==> config.mk <==
export PLATFORM = sky130hd
export DESIGN_NAME = fms_mode_config
export DESIGN_NICKNAME = d
export VERILOG_FILES = /design/src/rtl/fms_pkg.sv /design/src/rtl/fms_mode_config.sv /design/src/rtl/fms_irq_hold.sv /design/src/rtl/fms_tick_timer.sv
export SDC_FILE = /design/constraint.sdc
export NUM_CORES = 1
export LEC_CHECK = 0
export BUFFER_PORTS_ARGS = -buffer_cell sky130_fd_sc_hd__buf_2
export CORE_UTILIZATION = 50
export CTS_CLUSTER_SIZE = 30
export DETAILED_ROUTE_END_ITERATION = 7
export PLACE_DENSITY = 0.83
export SYNTH_ARGS = -nofsm -noshare
export SYNTH_HDL_FRONTEND = slang
export SYNTH_HIERARCHICAL = 1
export SYNTH_SLANG_ARGS = --single-unit
==> constraint.sdc <==
create_clock -name mclk -period 2.07 [get_ports mclk]
set_input_delay 0.207 -clock mclk [delete_from_list [all_inputs] [get_ports mclk]]
set_output_delay 0.207 -clock mclk [all_outputs]
set_load 0.02 [all_outputs]
==> src/rtl/fms_pkg.sv <==
package fms_pkg;

   // ---------------------------------------------------------------
   // register map, word addresses on the avalon port
   // ---------------------------------------------------------------
   localparam logic [2:0] ADDR_MODE   = 3'h0;
   localparam logic [2:0] ADDR_STATUS = 3'h1;
   localparam logic [2:0] ADDR_MASK   = 3'h2;
   localparam logic [2:0] ADDR_CTRL   = 3'h3;
   localparam logic [2:0] ADDR_STATE  = 3'h4;

   // ---------------------------------------------------------------
   // primary_mode_config field positions and reset value
   // ---------------------------------------------------------------
   localparam int MODE_READY_ADVANCE  = 5;
   localparam int MODE_SYNC_SUPPORT   = 6;
   localparam int MODE_FREEZE_SUPPORT = 7;
   localparam int MODE_SLAVE_ENABLE   = 8;
   localparam int MODE_IRQ_TIMEBASE   = 9;
   localparam int MODE_TICK_TIMEBASE  = 10;
   localparam int MODE_WATCHDOG_TEST_SELECT        = 11;
   localparam int MODE_PARAM_BUFFER   = 12;
   localparam int MODE_FAILSAFE       = 13;
   localparam logic [15:0] MODE_WRITE_MASK = 16'h3fe0;
   localparam logic [15:0] MODE_RESET      = 16'h0000;

   // ---------------------------------------------------------------
   // interrupt status / mask layout
   // ---------------------------------------------------------------
   localparam int EVT_TICK     = 0;
   localparam int EVT_FAILSAFE = 1;
   localparam int EVT_REFUSED  = 2;
   localparam int EVT_WIDTH    = 3;
   localparam logic [EVT_WIDTH-1:0] EVT_RESET = 3'h0;
   localparam int CTRL_EOI     = 0;

   // ---------------------------------------------------------------
   // bus wait states
   // ---------------------------------------------------------------
   localparam int WAIT_NORMAL = 2;
   localparam int WAIT_EARLY  = 1;

   // ---------------------------------------------------------------
   // timing, times in ns, counts in mclk cycles
   // ---------------------------------------------------------------
   localparam int CLK_PERIOD_NS  = 100;
   localparam int HOLD_SHORT_NS  = 1000;
   localparam int HOLD_LONG_NS   = 1000000;
   localparam int TICK_SHORT_NS  = 1000000;
   localparam int TICK_LONG_NS   = 10000000;
   localparam int HOLD_SHORT_CYC = (HOLD_SHORT_NS + CLK_PERIOD_NS - 1) / CLK_PERIOD_NS;
   localparam int HOLD_LONG_CYC  = (HOLD_LONG_NS + CLK_PERIOD_NS - 1) / CLK_PERIOD_NS;
   localparam int TICK_SHORT_CYC = TICK_SHORT_NS / CLK_PERIOD_NS;
   localparam int TICK_LONG_CYC  = TICK_LONG_NS / CLK_PERIOD_NS;
   localparam int CNT_WIDTH      = 24;

endpackage

==> src/rtl/fms_mode_config.sv <==
`timescale 1ns/1ps
`default_nettype none

module fms_mode_config #(
   parameter int HOLD_LONG_CYC  = fms_pkg::HOLD_LONG_CYC,
   parameter int TICK_SHORT_CYC = fms_pkg::TICK_SHORT_CYC,
   parameter int TICK_LONG_CYC  = fms_pkg::TICK_LONG_CYC
) (
   // clock and reset
   input  wire logic        mclk,
   input  wire logic        reset,
   // avalon-mm slave
   input  wire logic [2:0]  address,
   input  wire logic        read,
   input  wire logic        write,
   input  wire logic [3:0]  byteenable,
   input  wire logic [31:0] writedata,
   output var  logic [31:0] readdata,
   output var  logic        waitrequest,
   // protocol state from the controller core
   input  wire logic        device_online,
   input  wire logic        dx_state,
   input  wire logic        dx_frame_valid,
   input  wire logic        dx_zero_length,
   // settings towards the controller core
   output var  logic        sync_supported,
   output var  logic        freeze_supported,
   output var  logic        slave_protocol_enable,
   output var  logic        service_access_points,
   output var  logic        irq_inactive_timebase,
   output var  logic        watchdog_test_select,
   output var  logic        watchdog_normal,
   output var  logic        param_direct_buffer,
   output var  logic        dx_frame_accept,
   // interrupt
   output var  logic        irq
);

   // ---------------------------------------------------------------
   // declarations
   // ---------------------------------------------------------------
   // bus handshake states; one access is served at a time
   typedef enum logic [1:0] {
      BUS_IDLE,
      BUS_WAIT,
      BUS_ACK
   } fms_bus_state_t;

   // registers and internal nets
   fms_bus_state_t                 bus_state_reg;
   logic [15:0]                    mode_reg;
   logic [fms_pkg::EVT_WIDTH-1:0]  status_reg;
   logic [fms_pkg::EVT_WIDTH-1:0]  mask_reg;
   logic [fms_pkg::EVT_WIDTH-1:0]  event_set;
   logic [fms_pkg::EVT_WIDTH-1:0]  status_clr;
   logic [31:0]                    read_mux;
   logic [15:0]                    mode_wdata;
   logic                           bus_req;
   logic                           wr_take;
   logic                           mode_write;
   logic                           mode_refused;
   logic                           eoi_pulse;
   logic                           hold_active;
   logic                           tick;
   logic                           failsafe_hit;

   // ---------------------------------------------------------------
   // bus handshake
   // ---------------------------------------------------------------
   // any request, read or write, starts the wait-state sequence
   assign bus_req = read || write;
   // a write lands only on the edge where the master sees waitrequest low
   assign wr_take = write && (bus_state_reg == BUS_ACK);

   // wait states: two normally, one with ready advanced
   always_ff @(posedge mclk) begin
      if (reset) begin
         bus_state_reg <= BUS_IDLE;
         waitrequest   <= 1'b1;
      end else begin
         unique case (bus_state_reg)
            BUS_IDLE: begin
               if (bus_req && mode_reg[fms_pkg::MODE_READY_ADVANCE]) begin
                  bus_state_reg <= BUS_ACK;
                  waitrequest   <= 1'b0;
               end else if (bus_req) begin
                  bus_state_reg <= BUS_WAIT;
               end
            end
            BUS_WAIT: begin
               bus_state_reg <= BUS_ACK;
               waitrequest   <= 1'b0;
            end
            BUS_ACK: begin
               bus_state_reg <= BUS_IDLE;
               waitrequest   <= 1'b1;
            end
            // the fourth code of the state word is unreachable; fall back to idle
            default: begin
               bus_state_reg <= BUS_IDLE;
               waitrequest   <= 1'b1;
            end
         endcase
      end
   end

   // read mux, unmapped and write-only words read as zero
   always_comb begin
      read_mux = 32'h0000_0000;
      unique case (address)
         fms_pkg::ADDR_MODE:   read_mux = {16'h0000, mode_reg};
         fms_pkg::ADDR_STATUS: read_mux = {29'h0000_0000, status_reg};
         fms_pkg::ADDR_MASK:   read_mux = {29'h0000_0000, mask_reg};
         fms_pkg::ADDR_STATE:  read_mux = {29'h0000_0000, irq, hold_active, device_online};
         default:              read_mux = 32'h0000_0000;
      endcase
   end

   // read data captured before the ack cycle so it stands while waitrequest is low
   always_ff @(posedge mclk) begin
      if (reset) begin
         readdata <= 32'h0000_0000;
      end else if (read && (bus_state_reg != BUS_ACK)) begin
         readdata <= read_mux;
      end
   end

   // ---------------------------------------------------------------
   // primary_mode_config
   // ---------------------------------------------------------------
   // lanes 2 and 3 carry nothing, the mode word is 16 bits
   assign mode_write   = wr_take && (address == fms_pkg::ADDR_MODE) && (byteenable[1:0] != 2'h0);
   // writes while online are dropped and flagged, so software sees its mistake
   assign mode_refused = mode_write && device_online;

   // byte lanes merged into the current value
   always_comb begin
      mode_wdata = mode_reg;
      if (byteenable[0]) begin
         mode_wdata[7:0] = writedata[7:0];
      end
      if (byteenable[1]) begin
         mode_wdata[15:8] = writedata[15:8];
      end
   end

   // only the upper fields are kept; bits 0..4 and 14..15 read zero
   always_ff @(posedge mclk) begin
      if (reset) begin
         mode_reg <= fms_pkg::MODE_RESET;
      end else if (mode_write && !device_online) begin
         mode_reg <= mode_wdata & fms_pkg::MODE_WRITE_MASK;
      end
   end

   // capability flags, one clock behind the register like every setting
   always_ff @(posedge mclk) begin
      if (reset) begin
         sync_supported   <= 1'b0;
         freeze_supported <= 1'b0;
      end else begin
         sync_supported   <= mode_reg[fms_pkg::MODE_SYNC_SUPPORT];
         freeze_supported <= mode_reg[fms_pkg::MODE_FREEZE_SUPPORT];
      end
   end

   // protocol enable; the access points come up together with it
   always_ff @(posedge mclk) begin
      if (reset) begin
         slave_protocol_enable <= 1'b0;
         service_access_points <= 1'b0;
      end else begin
         slave_protocol_enable <= mode_reg[fms_pkg::MODE_SLAVE_ENABLE];
         service_access_points <= mode_reg[fms_pkg::MODE_SLAVE_ENABLE];
      end
   end

   // timebase and buffer selects; a change takes effect on the next clock
   always_ff @(posedge mclk) begin
      if (reset) begin
         irq_inactive_timebase <= 1'b0;
         param_direct_buffer   <= 1'b0;
      end else begin
         irq_inactive_timebase <= mode_reg[fms_pkg::MODE_IRQ_TIMEBASE];
         param_direct_buffer   <= mode_reg[fms_pkg::MODE_PARAM_BUFFER];
      end
   end

   // watchdog mode; bit 11 is kept as written, so a forbidden one
   // from the host shows up here instead of being hidden
   always_ff @(posedge mclk) begin
      if (reset) begin
         watchdog_test_select <= 1'b0;
         watchdog_normal      <= 1'b1;
      end else begin
         watchdog_test_select <= mode_reg[fms_pkg::MODE_WATCHDOG_TEST_SELECT];
         watchdog_normal      <= !mode_reg[fms_pkg::MODE_WATCHDOG_TEST_SELECT];
      end
   end

   // ---------------------------------------------------------------
   // zero-length frame acceptance
   // ---------------------------------------------------------------
   // status event: a zero-length frame actually taken in
   assign failsafe_hit = dx_frame_valid && dx_state && dx_zero_length && mode_reg[fms_pkg::MODE_FAILSAFE];

   // zero-length frames pass only with fail-safe set and in data exchange
   always_ff @(posedge mclk) begin
      if (reset) begin
         dx_frame_accept <= 1'b0;
      end else begin
         dx_frame_accept <= dx_frame_valid && dx_state && (!dx_zero_length || mode_reg[fms_pkg::MODE_FAILSAFE]);
      end
   end

   // ---------------------------------------------------------------
   // timers
   // ---------------------------------------------------------------
   // periodic tick; its interval follows the tick timebase bit
   fms_tick_timer #(
      .SHORT_CYC (TICK_SHORT_CYC),
      .LONG_CYC  (TICK_LONG_CYC)
   ) u_tick (
      .mclk      (mclk),
      .reset     (reset),
      .long_sel  (mode_reg[fms_pkg::MODE_TICK_TIMEBASE]),
      .tick      (tick)
   );

   // quiet time after end-of-interrupt, restarted by each eoi
   fms_irq_hold #(
      .LONG_CYC    (HOLD_LONG_CYC)
   ) u_hold (
      .mclk        (mclk),
      .reset       (reset),
      .eoi_pulse   (eoi_pulse),
      .long_sel    (mode_reg[fms_pkg::MODE_IRQ_TIMEBASE]),
      .hold_active (hold_active)
   );

   // ---------------------------------------------------------------
   // interrupt status, mask and output
   // ---------------------------------------------------------------
   // end-of-interrupt strobe, control word lane 0 bit 0
   assign eoi_pulse = wr_take && (address == fms_pkg::ADDR_CTRL) && byteenable[0] && writedata[fms_pkg::CTRL_EOI];

   // event sources of the sticky status bits
   always_comb begin
      event_set                        = '0;
      event_set[fms_pkg::EVT_TICK]     = tick;
      event_set[fms_pkg::EVT_FAILSAFE] = failsafe_hit;
      event_set[fms_pkg::EVT_REFUSED]  = mode_refused;
   end

   // write one to clear, lane 0 only
   assign status_clr = (wr_take && (address == fms_pkg::ADDR_STATUS) && byteenable[0]) ?
                       writedata[fms_pkg::EVT_WIDTH-1:0] : '0;

   // sticky bits, write one to clear; a new event wins over the clear
   always_ff @(posedge mclk) begin
      if (reset) begin
         status_reg <= fms_pkg::EVT_RESET;
      end else begin
         status_reg <= (status_reg & ~status_clr) | event_set;
      end
   end

   // interrupt mask, same layout as the status word
   always_ff @(posedge mclk) begin
      if (reset) begin
         mask_reg <= fms_pkg::EVT_RESET;
      end else if (wr_take && (address == fms_pkg::ADDR_MASK) && byteenable[0]) begin
         mask_reg <= writedata[fms_pkg::EVT_WIDTH-1:0];
      end
   end

   // level output, forced low from the eoi edge through the quiet time
   always_ff @(posedge mclk) begin
      if (reset) begin
         irq <= 1'b0;
      end else begin
         irq <= (|(status_reg & mask_reg)) && !hold_active && !eoi_pulse;
      end
   end

endmodule

`default_nettype wire

==> src/rtl/fms_irq_hold.sv <==
`timescale 1ns/1ps
`default_nettype none

module fms_irq_hold #(
   parameter int LONG_CYC = fms_pkg::HOLD_LONG_CYC
) (
   // clock and reset
   input  wire logic mclk,
   input  wire logic reset,
   // control
   input  wire logic eoi_pulse,
   input  wire logic long_sel,
   // result
   output var  logic hold_active
);

   localparam logic [fms_pkg::CNT_WIDTH-1:0] SHORT_LOAD = fms_pkg::CNT_WIDTH'(fms_pkg::HOLD_SHORT_CYC);
   localparam logic [fms_pkg::CNT_WIDTH-1:0] LONG_LOAD  = fms_pkg::CNT_WIDTH'(LONG_CYC);

   logic [fms_pkg::CNT_WIDTH-1:0] cnt_reg;

   // an eoi restarts the count, so back-to-back eois stretch the quiet time
   always_ff @(posedge mclk) begin
      if (reset) begin
         cnt_reg <= '0;
      end else if (eoi_pulse) begin
         cnt_reg <= long_sel ? LONG_LOAD : SHORT_LOAD;
      end else if (cnt_reg != '0) begin
         cnt_reg <= cnt_reg - 1'b1;
      end
   end

   // registered flag, high exactly while the count is non-zero
   always_ff @(posedge mclk) begin
      if (reset) begin
         hold_active <= 1'b0;
      end else begin
         hold_active <= eoi_pulse || (cnt_reg > 24'h000001);
      end
   end

endmodule

`default_nettype wire

==> src/rtl/fms_tick_timer.sv <==
`timescale 1ns/1ps
`default_nettype none

module fms_tick_timer #(
   parameter int SHORT_CYC = fms_pkg::TICK_SHORT_CYC,
   parameter int LONG_CYC  = fms_pkg::TICK_LONG_CYC
) (
   // clock and reset
   input  wire logic mclk,
   input  wire logic reset,
   // control
   input  wire logic long_sel,
   // result
   output var  logic tick
);

   localparam logic [fms_pkg::CNT_WIDTH-1:0] SHORT_LAST = fms_pkg::CNT_WIDTH'(SHORT_CYC - 1);
   localparam logic [fms_pkg::CNT_WIDTH-1:0] LONG_LAST  = fms_pkg::CNT_WIDTH'(LONG_CYC - 1);

   logic [fms_pkg::CNT_WIDTH-1:0] cnt_reg;
   logic                          sel_reg;
   logic                          wrap;

   // a timebase change restarts the period so no short stray tick appears
   assign wrap = (cnt_reg >= (long_sel ? LONG_LAST : SHORT_LAST));

   // free running period counter
   always_ff @(posedge mclk) begin
      if (reset) begin
         cnt_reg <= '0;
         sel_reg <= 1'b0;
      end else begin
         sel_reg <= long_sel;
         if (wrap || (sel_reg != long_sel)) begin
            cnt_reg <= '0;
         end else begin
            cnt_reg <= cnt_reg + 1'b1;
         end
      end
   end

   // one-cycle tick at the end of each period
   always_ff @(posedge mclk) begin
      if (reset) begin
         tick <= 1'b0;
      end else begin
         tick <= wrap && (sel_reg == long_sel);
      end
   end

endmodule

`default_nettype wire

==> run_results.csv, run 1 <==
group,metric,value,unit
outcome,run_status,"complete, no violations",
synth,synthTopCellsByCount,"dfxtp_1, a21oi_1, o21ai_0",
clocking,hold_buffers,0,
finish,fillCellCount,707,
drt,wirelength,9.39,mm
placed_design,pre_cts_ws,-0.0657,ns
synth,synth_seq_cells,90,
finish,syn_to_final_growth,15.2,%
setup_path,startpoint_type,"register",
floorplan,dieHeight,95.8,um
setup_path,cp_cell_sequence,"inv_1 > buf_4 > ha_1 > or4_4 > a31oi_4 > o31ai_4 > buf_6 > nor3b_1",
drt,drt_first_iter_violations,191,
setup_path,crit_slowest_cell,"or4_4",
finish,finish.instance_area,5070,sq um
min_path,holdPathStages,3,
setup_path,worstReg2RegEnd,"u_tick/cnt_reg[1]$_SDFF_PP0_",
clocking,cts_buffer_depth,2,
global_route,grt_overflow,0,
synth,synth_warnings,6,
synth,synth_top_area_share,0.409,
placed_design,gp_congestion,0.894,
min_path,holdPathEnd,"mode_reg[5]$_SDFFE_PP0P_",
min_path,worstHoldStart,"writedata[5]",
clocking,clk_pin_slew_worst_paths,0.11,ns
power,leakage,1.95,nW
finish,final_nets,594,
global_route,grt_pass1_vias,3406,
setup_path,setup.worst_path.end_class,"register",
power,ir_drop,0.535,mV
power,power_density,1130,nW/um^2
sta,hold_violations,0,
floorplan,floorplan.initialDensity,0.525,
synth,synth_ff_type,"dfxtp_1",
setup_path,timing.rr.start,"mode_reg[10]$_SDFFE_PP0P_",
floorplan,ioPinCount,90,
setup_path,reg2reg_slack,0.07,ns
setup_path,reg2reg_depth,8,
setup_path,critPathMaxFanout,9,
clocking,clkLatencyLatePin,0.37,ns
floorplan,core_area,8380,sq um
placed_design,dp_hpwl,6.66,mm
clocking,ctsHtreeMaxLevel,3,
drt,first_pass_iters,5,
setup_path,crit_type,"reg -> reg",
sta,fin_crit_sh,0.966,
synth,synth_most_common_cell,"dfxtp_1",
sta,slew_viol_final,0,
sta,min_period,2.00,ns
sta,tightest_slew,0.594,ns
synth,synth_top_area_cell,"dfxtp_1",
sta,finalSetupViolCount,0,
sta,fmax,500,MHz
synth,avgSynthCellArea,9.42,sq um
clocking,cts_sinks,90,
global_route,antenna_found_initial,0,
synth,synth_edf_count,0,
synth,synth_cells,467,
finish,drive_above_1_share,0.260,
placed_design,port_buffers,47,
synth,synthArstFlopShare,0,
sta,skew,0.0166,ns
floorplan,dieArea,9180,sq um
setup_path,required,2.34,ns
synth,netlist-cell-type-count,67,
floorplan,core.rowCount,33,
placed_design,dp.cells,628,
synth,synth_area_leaders,"dfxtp_1, buf_4, a21oi_1",
sta,finalSetupTns,0,ns
placed_design,place_area,4790,sq um
synth,yosysSeqAreaShare,0.409,
global_route,grt_pass1_wl,15.2,mm
finish,diodes,0,
synth,synth_area,4400,sq um
setup_path,cp.arrival,2.27,ns
floorplan,die_w,95.8,um
drt,ant_nets,0,
clocking,cts_made_buffers,9,
sta,relSlewSlack,0.603,
finish,instances_no_fill,647,
sta,fin_ws,0.0698,ns
setup_path,timing.critical_path.slowest_cell_delay,0.50,ns
drt,wl_per_cell,14.5,um
global_route,grt_max_degree,32,
clocking,cts-root-buf,"clkbuf_8",
clocking,tritoncts,"built",
power,p_total,5.74,mW
global_route,grtUsageTotal,0.211,
min_path,min_path_type,"in -> reg",
drt,route.vias.total,3704,
job,maxCapViolations,0,
drt,route.detailed.drc,0,
drt,avgViaCountPerCell,5.72,
## per-stage QoR
step                utilization  hold slack [ns]
detailed placement        0.571            0.404
finish                    0.605           0.0948
floorplan                     -            0.274
global placement          0.571            0.414
CTS                       0.595           0.0846
global route              0.605           0.0886
## routing by layer
layer  vias to the layer above  global-route usage  part of all wire
met2                        99               0.373              0.52
met1                      1778               0.244              0.41
met4                         0              0.0908             0.019
met3                        19              0.0482             0.047
met5                         -                   0                 0
li1                       1808                   -                 -
## layout make-up
class                           instances  area [sq um]  area share
Multi-Input combinational cell        348          2450       0.484
Sequential cell                        90          1810       0.356
Timing Repair Buffer                   73           438      0.0864
Tap cell                              105           131      0.0259
Clock buffer                            9           124      0.0244
Clock inverter                          7          61.3      0.0121
Inverter                               15          56.3      0.0111
## worst max-delay path by stage
stage	startpoint	to	slack, ns
after detailed placement	mode_reg[10]$_SDFFE_PP0P_	u_tick/cnt_reg[3]$_SDFF_PP0_	-0.07
after CTS	mode_reg[10]$_SDFFE_PP0P_	u_tick/cnt_reg[1]$_SDFF_PP0_	0.03
after floorplan	u_hold/cnt_reg[0]$_SDFFE_PP0P_	u_hold/cnt_reg[22]$_SDFFE_PP0P_	0.11
final	mode_reg[10]$_SDFFE_PP0P_	u_tick/cnt_reg[1]$_SDFF_PP0_	0.07
after global placement	mode_reg[10]$_SDFFE_PP0P_	u_tick/cnt_reg[3]$_SDFF_PP0_	-0.01
after global routing	u_hold/cnt_reg[4]$_SDFFE_PP0P_	u_hold/cnt_reg[23]$_SDFFE_PP0P_	-0.03
## power by group
part / internal [mW] / total, mW / switching [mW] / leakage (nW)
Clock: 0.457 / 1.12 / 0.668 / 0.0884
Combinational: 1.07 / 2.40 / 1.33 / 1.12
Sequential: 1.97 / 2.22 / 0.249 / 0.734
Total: 3.50 / 5.74 / 2.24 / 1.95
## cell families after synthesis
logic type                 count (synthesis)  share of synthesized area
and+or+nand+nor                          180                      0.272
AOI/OAI and AO/OA                         99                      0.149
DFF                                       90                      0.409
buffers and inverters                     53                     0.0697
xor gates and xnor gates                  21                     0.0418
muxes                                     12                     0.0287
adders and majority gates                 10                     0.0284
other                                      2                    0.00171
## cell usage in the layout, fill, tap and decap left out, types with 13 or more instances in the layout
cell / netlist / routed
a21oi_1: 31 / 31
buf_2: 3 / 47
buf_4: 21 / 24
conb_1: 2 / 26
dfxtp_1: 90 / 89
inv_1: 15 / 13
nand2_1: 18 / 18
nand2b_1: 18 / 18
nand4_1: 17 / 17
nor2_1: 18 / 18
nor2b_1: 15 / 15
nor3_1: 15 / 13
o21ai_0: 22 / 22
xor2_1: 13 / 13
## what timing repair did
item,CTS,global route
cloned,0,0
resized for setup,3,14
pin swaps,0,2
setup buffers,0,3
endpoints found under the setup margin,14,30
## worst max-delay path, delay by kind of cell (launching register included)
family          cells  cell delay (ns)
simple gates        2             0.67
flops               1             0.38
buf+inv             3             0.36
compound gates      2             0.30
fa+ha+maj           1             0.21
Note: power is estimated with default switching activity, not from simulation.
==> run 2: changes to the inputs <==
--- a/config.mk
+++ b/config.mk
@@ -10,6 +10,7 @@
 export CTS_CLUSTER_SIZE = 30
 export DETAILED_ROUTE_END_ITERATION = 7
 export PLACE_DENSITY = 0.83
+export REMOVE_ABC_BUFFERS = 1
 export SYNTH_ARGS = -nofsm -noshare
 export SYNTH_HDL_FRONTEND = slang
 export SYNTH_HIERARCHICAL = 1
==> run_results.csv, run 2 (synthesis gave the netlist of run 1 again) <==
group,metric,value,unit
outcome,run_status,"complete, no violations",
finish,ff_latch_area,1810,sq um
global_route,antenna_found_initial,0,
sta,tightest_slew,0.514,ns
power,ir_drop,0.610,mV
sta,finalSetupTns,0,ns
global_route,grt_pass1_vias,3552,
clocking,clk_pin_slew_worst_paths,0.10,ns
finish,drive_above_1_share,0.275,
global_route,grt_overflow,0,
clocking,cts_sinks,90,
job,maxCapViolations,0,
sta,hold_violations,0,
finish,mostFrequentLayoutCell,"dfxtp_1",
floorplan,floorplan.initialDensity,0.525,
min_path,min_path_type,"in -> reg",
global_route,grt_max_degree,27,
floorplan,ioPinCount,90,
placed_design,dp_hpwl,6.77,mm
clocking,ctsHtreeMaxLevel,3,
floorplan,core.rowCount,33,
floorplan,dieArea,9180,sq um
clocking,cts-root-buf,"clkbuf_8",
finish,utilization,0.617,
finish,diodes,0,
setup_path,startpoint_type,"register",
setup_path,reg2reg_depth,8,
global_route,grtUsageTotal,0.219,
sta,skew,0.0153,ns
setup_path,crit_type,"reg -> reg",
setup_path,reg2reg_slack,0.04,ns
drt,drt_first_iter_violations,130,
clocking,hold_buffers,0,
drt,route.vias.total,3761,
floorplan,die_w,95.8,um
sta,slew_viol_final,0,
setup_path,cp.arrival,2.30,ns
drt,avgViaCountPerCell,5.78,
finish,final_nets,598,
clocking,cts_made_buffers,9,
power,leakage,2.00,nW
setup_path,timing.rr.start,"mode_reg[10]$_SDFFE_PP0P_",
setup_path,cp_cell_sequence,"inv_1 > buf_4 > ha_1 > or4_4 > a31oi_4 > buf_4 > nor3_1 > o31a_1",
sta,finalSetupViolCount,0,
setup_path,worstReg2RegEnd,"u_tick/tick$_SDFF_PP0_",
drt,route.detailed.drc,0,
power,power_density,1160,nW/um^2
sta,fmax,493,MHz
setup_path,setup.worst_path.end_class,"register",
setup_path,required,2.34,ns
sta,fin_hold_ws,0.0816,ns
global_route,grt_pass1_wl,15.7,mm
sta,min_period,2.03,ns
setup_path,cpMostUsedCell,"buf_4",
floorplan,core_area,8380,sq um
clocking,clkLatencyLatePin,0.37,ns
drt,ant_nets,0,
min_path,holdPathStages,3,
setup_path,timing.critical_path.slowest_cell_delay,0.50,ns
finish,multi_input_area,2480,sq um
clocking,cts_buffer_depth,2,
setup_path,crit_slowest_cell,"or4_4",
finish,syn_to_final_growth,17.5,%
drt,wirelength,9.81,mm
min_path,holdPathEnd,"dx_frame_accept$_SDFF_PP0_",
placed_design,port_buffers,47,
finish,final_cell_mix,"dfxtp_1, buf_2, a21oi_1, buf_4, conb_1",
floorplan,dieHeight,95.8,um
clocking,tritoncts,"built",
drt,wl_per_cell,15.1,um
placed_design,gp_congestion,0.874,
setup_path,critPathMaxFanout,4,
sta,relSlewSlack,0.655,
finish,fillCellCount,654,
drt,first_pass_iters,4,
min_path,worstHoldStart,"dx_state",
sta,fin_crit_sh,0.980,
run 2: cell count changes in the layout (fill, tap and decap cells not counted), moves of 2 or more:
cell,delta
a211oi_1,-2
buf_4,+4
clkinv_4,-2
bufinv_16,+2
a211oi_2,+2
run 2: critical path, delay by kind of cell (launching register included):
family / cells / cell delay (ns)
buffers and inverters: 3 / 0.34
adder cells (fa/ha/maj): 1 / 0.22
AND/OR/NAND/NOR: 2 / 0.54
flip-flops: 1 / 0.36
AO/OA/AOI/OAI: 2 / 0.45
run 2: per-layer routing:
metal	share of wire	vias up	track usage
li1	-	1822	-
met2	0.50	127	0.376
met3	0.050	15	0.0466
met4	0.018	0	0.102
met5	0	-	0
met1	0.44	1797	0.260
run 2: report_power, final:
part,internal (mW),switching [mW],total [mW]
sequential,1.97,0.247,2.22
combinational,1.07,1.37,2.44
clock,0.690,0.650,1.34
total,3.73,2.27,6.00
run 2: worst max path at each step:
stage / depth (start not counted) / from / to / slack, ns
final: 8 / mode_reg[10]$_SDFFE_PP0P_ / u_tick/tick$_SDFF_PP0_ / 0.04
after global routing: 8 / mode_reg[10]$_SDFFE_PP0P_ / u_tick/cnt_reg[17]$_SDFF_PP0_ / -0.003
after CTS: 8 / mode_reg[10]$_SDFFE_PP0P_ / u_tick/cnt_reg[16]$_SDFF_PP0_ / 0.03
after detailed placement: 7 / mode_reg[10]$_SDFFE_PP0P_ / u_tick/cnt_reg[2]$_SDFF_PP0_ / -0.14
after global placement: 7 / mode_reg[10]$_SDFFE_PP0P_ / u_tick/cnt_reg[2]$_SDFF_PP0_ / -0.0009
after floorplan: 5 / bus_state_reg[1]$_SDFFE_PP0P_ / u_hold/cnt_reg[7]$_SDFFE_PP0P_ / -0.43
run 2: stage by stage:
stage	setup slack [ns]	cells	instance area, sq um	total power, mW
CTS	0.0308	646	5050	5.78
finish	0.0409	651	5170	6.00
floorplan	-0.433	453	4240	3.70
global placement	-0.000880	628	4790	4.33
detailed placement	-0.143	628	4790	4.43
global route	-0.00259	651	5170	6.35
run 2: final cells by class:
cell class,count,share of cell area
clock buffer,9,0.0240
clock inverter,7,0.0191
inverter,15,0.0109
multi-input combinational,348,0.481
sequential,90,0.349
tap,105,0.0254
timing repair buffer,77,0.0905
run 2: what timing repair did:
action / CTS / global route
setup buffers: 2 / 5
gates resized for setup: 6 / 17
setup endpoints to repair: 20 / 29
pin swaps: 0 / 1
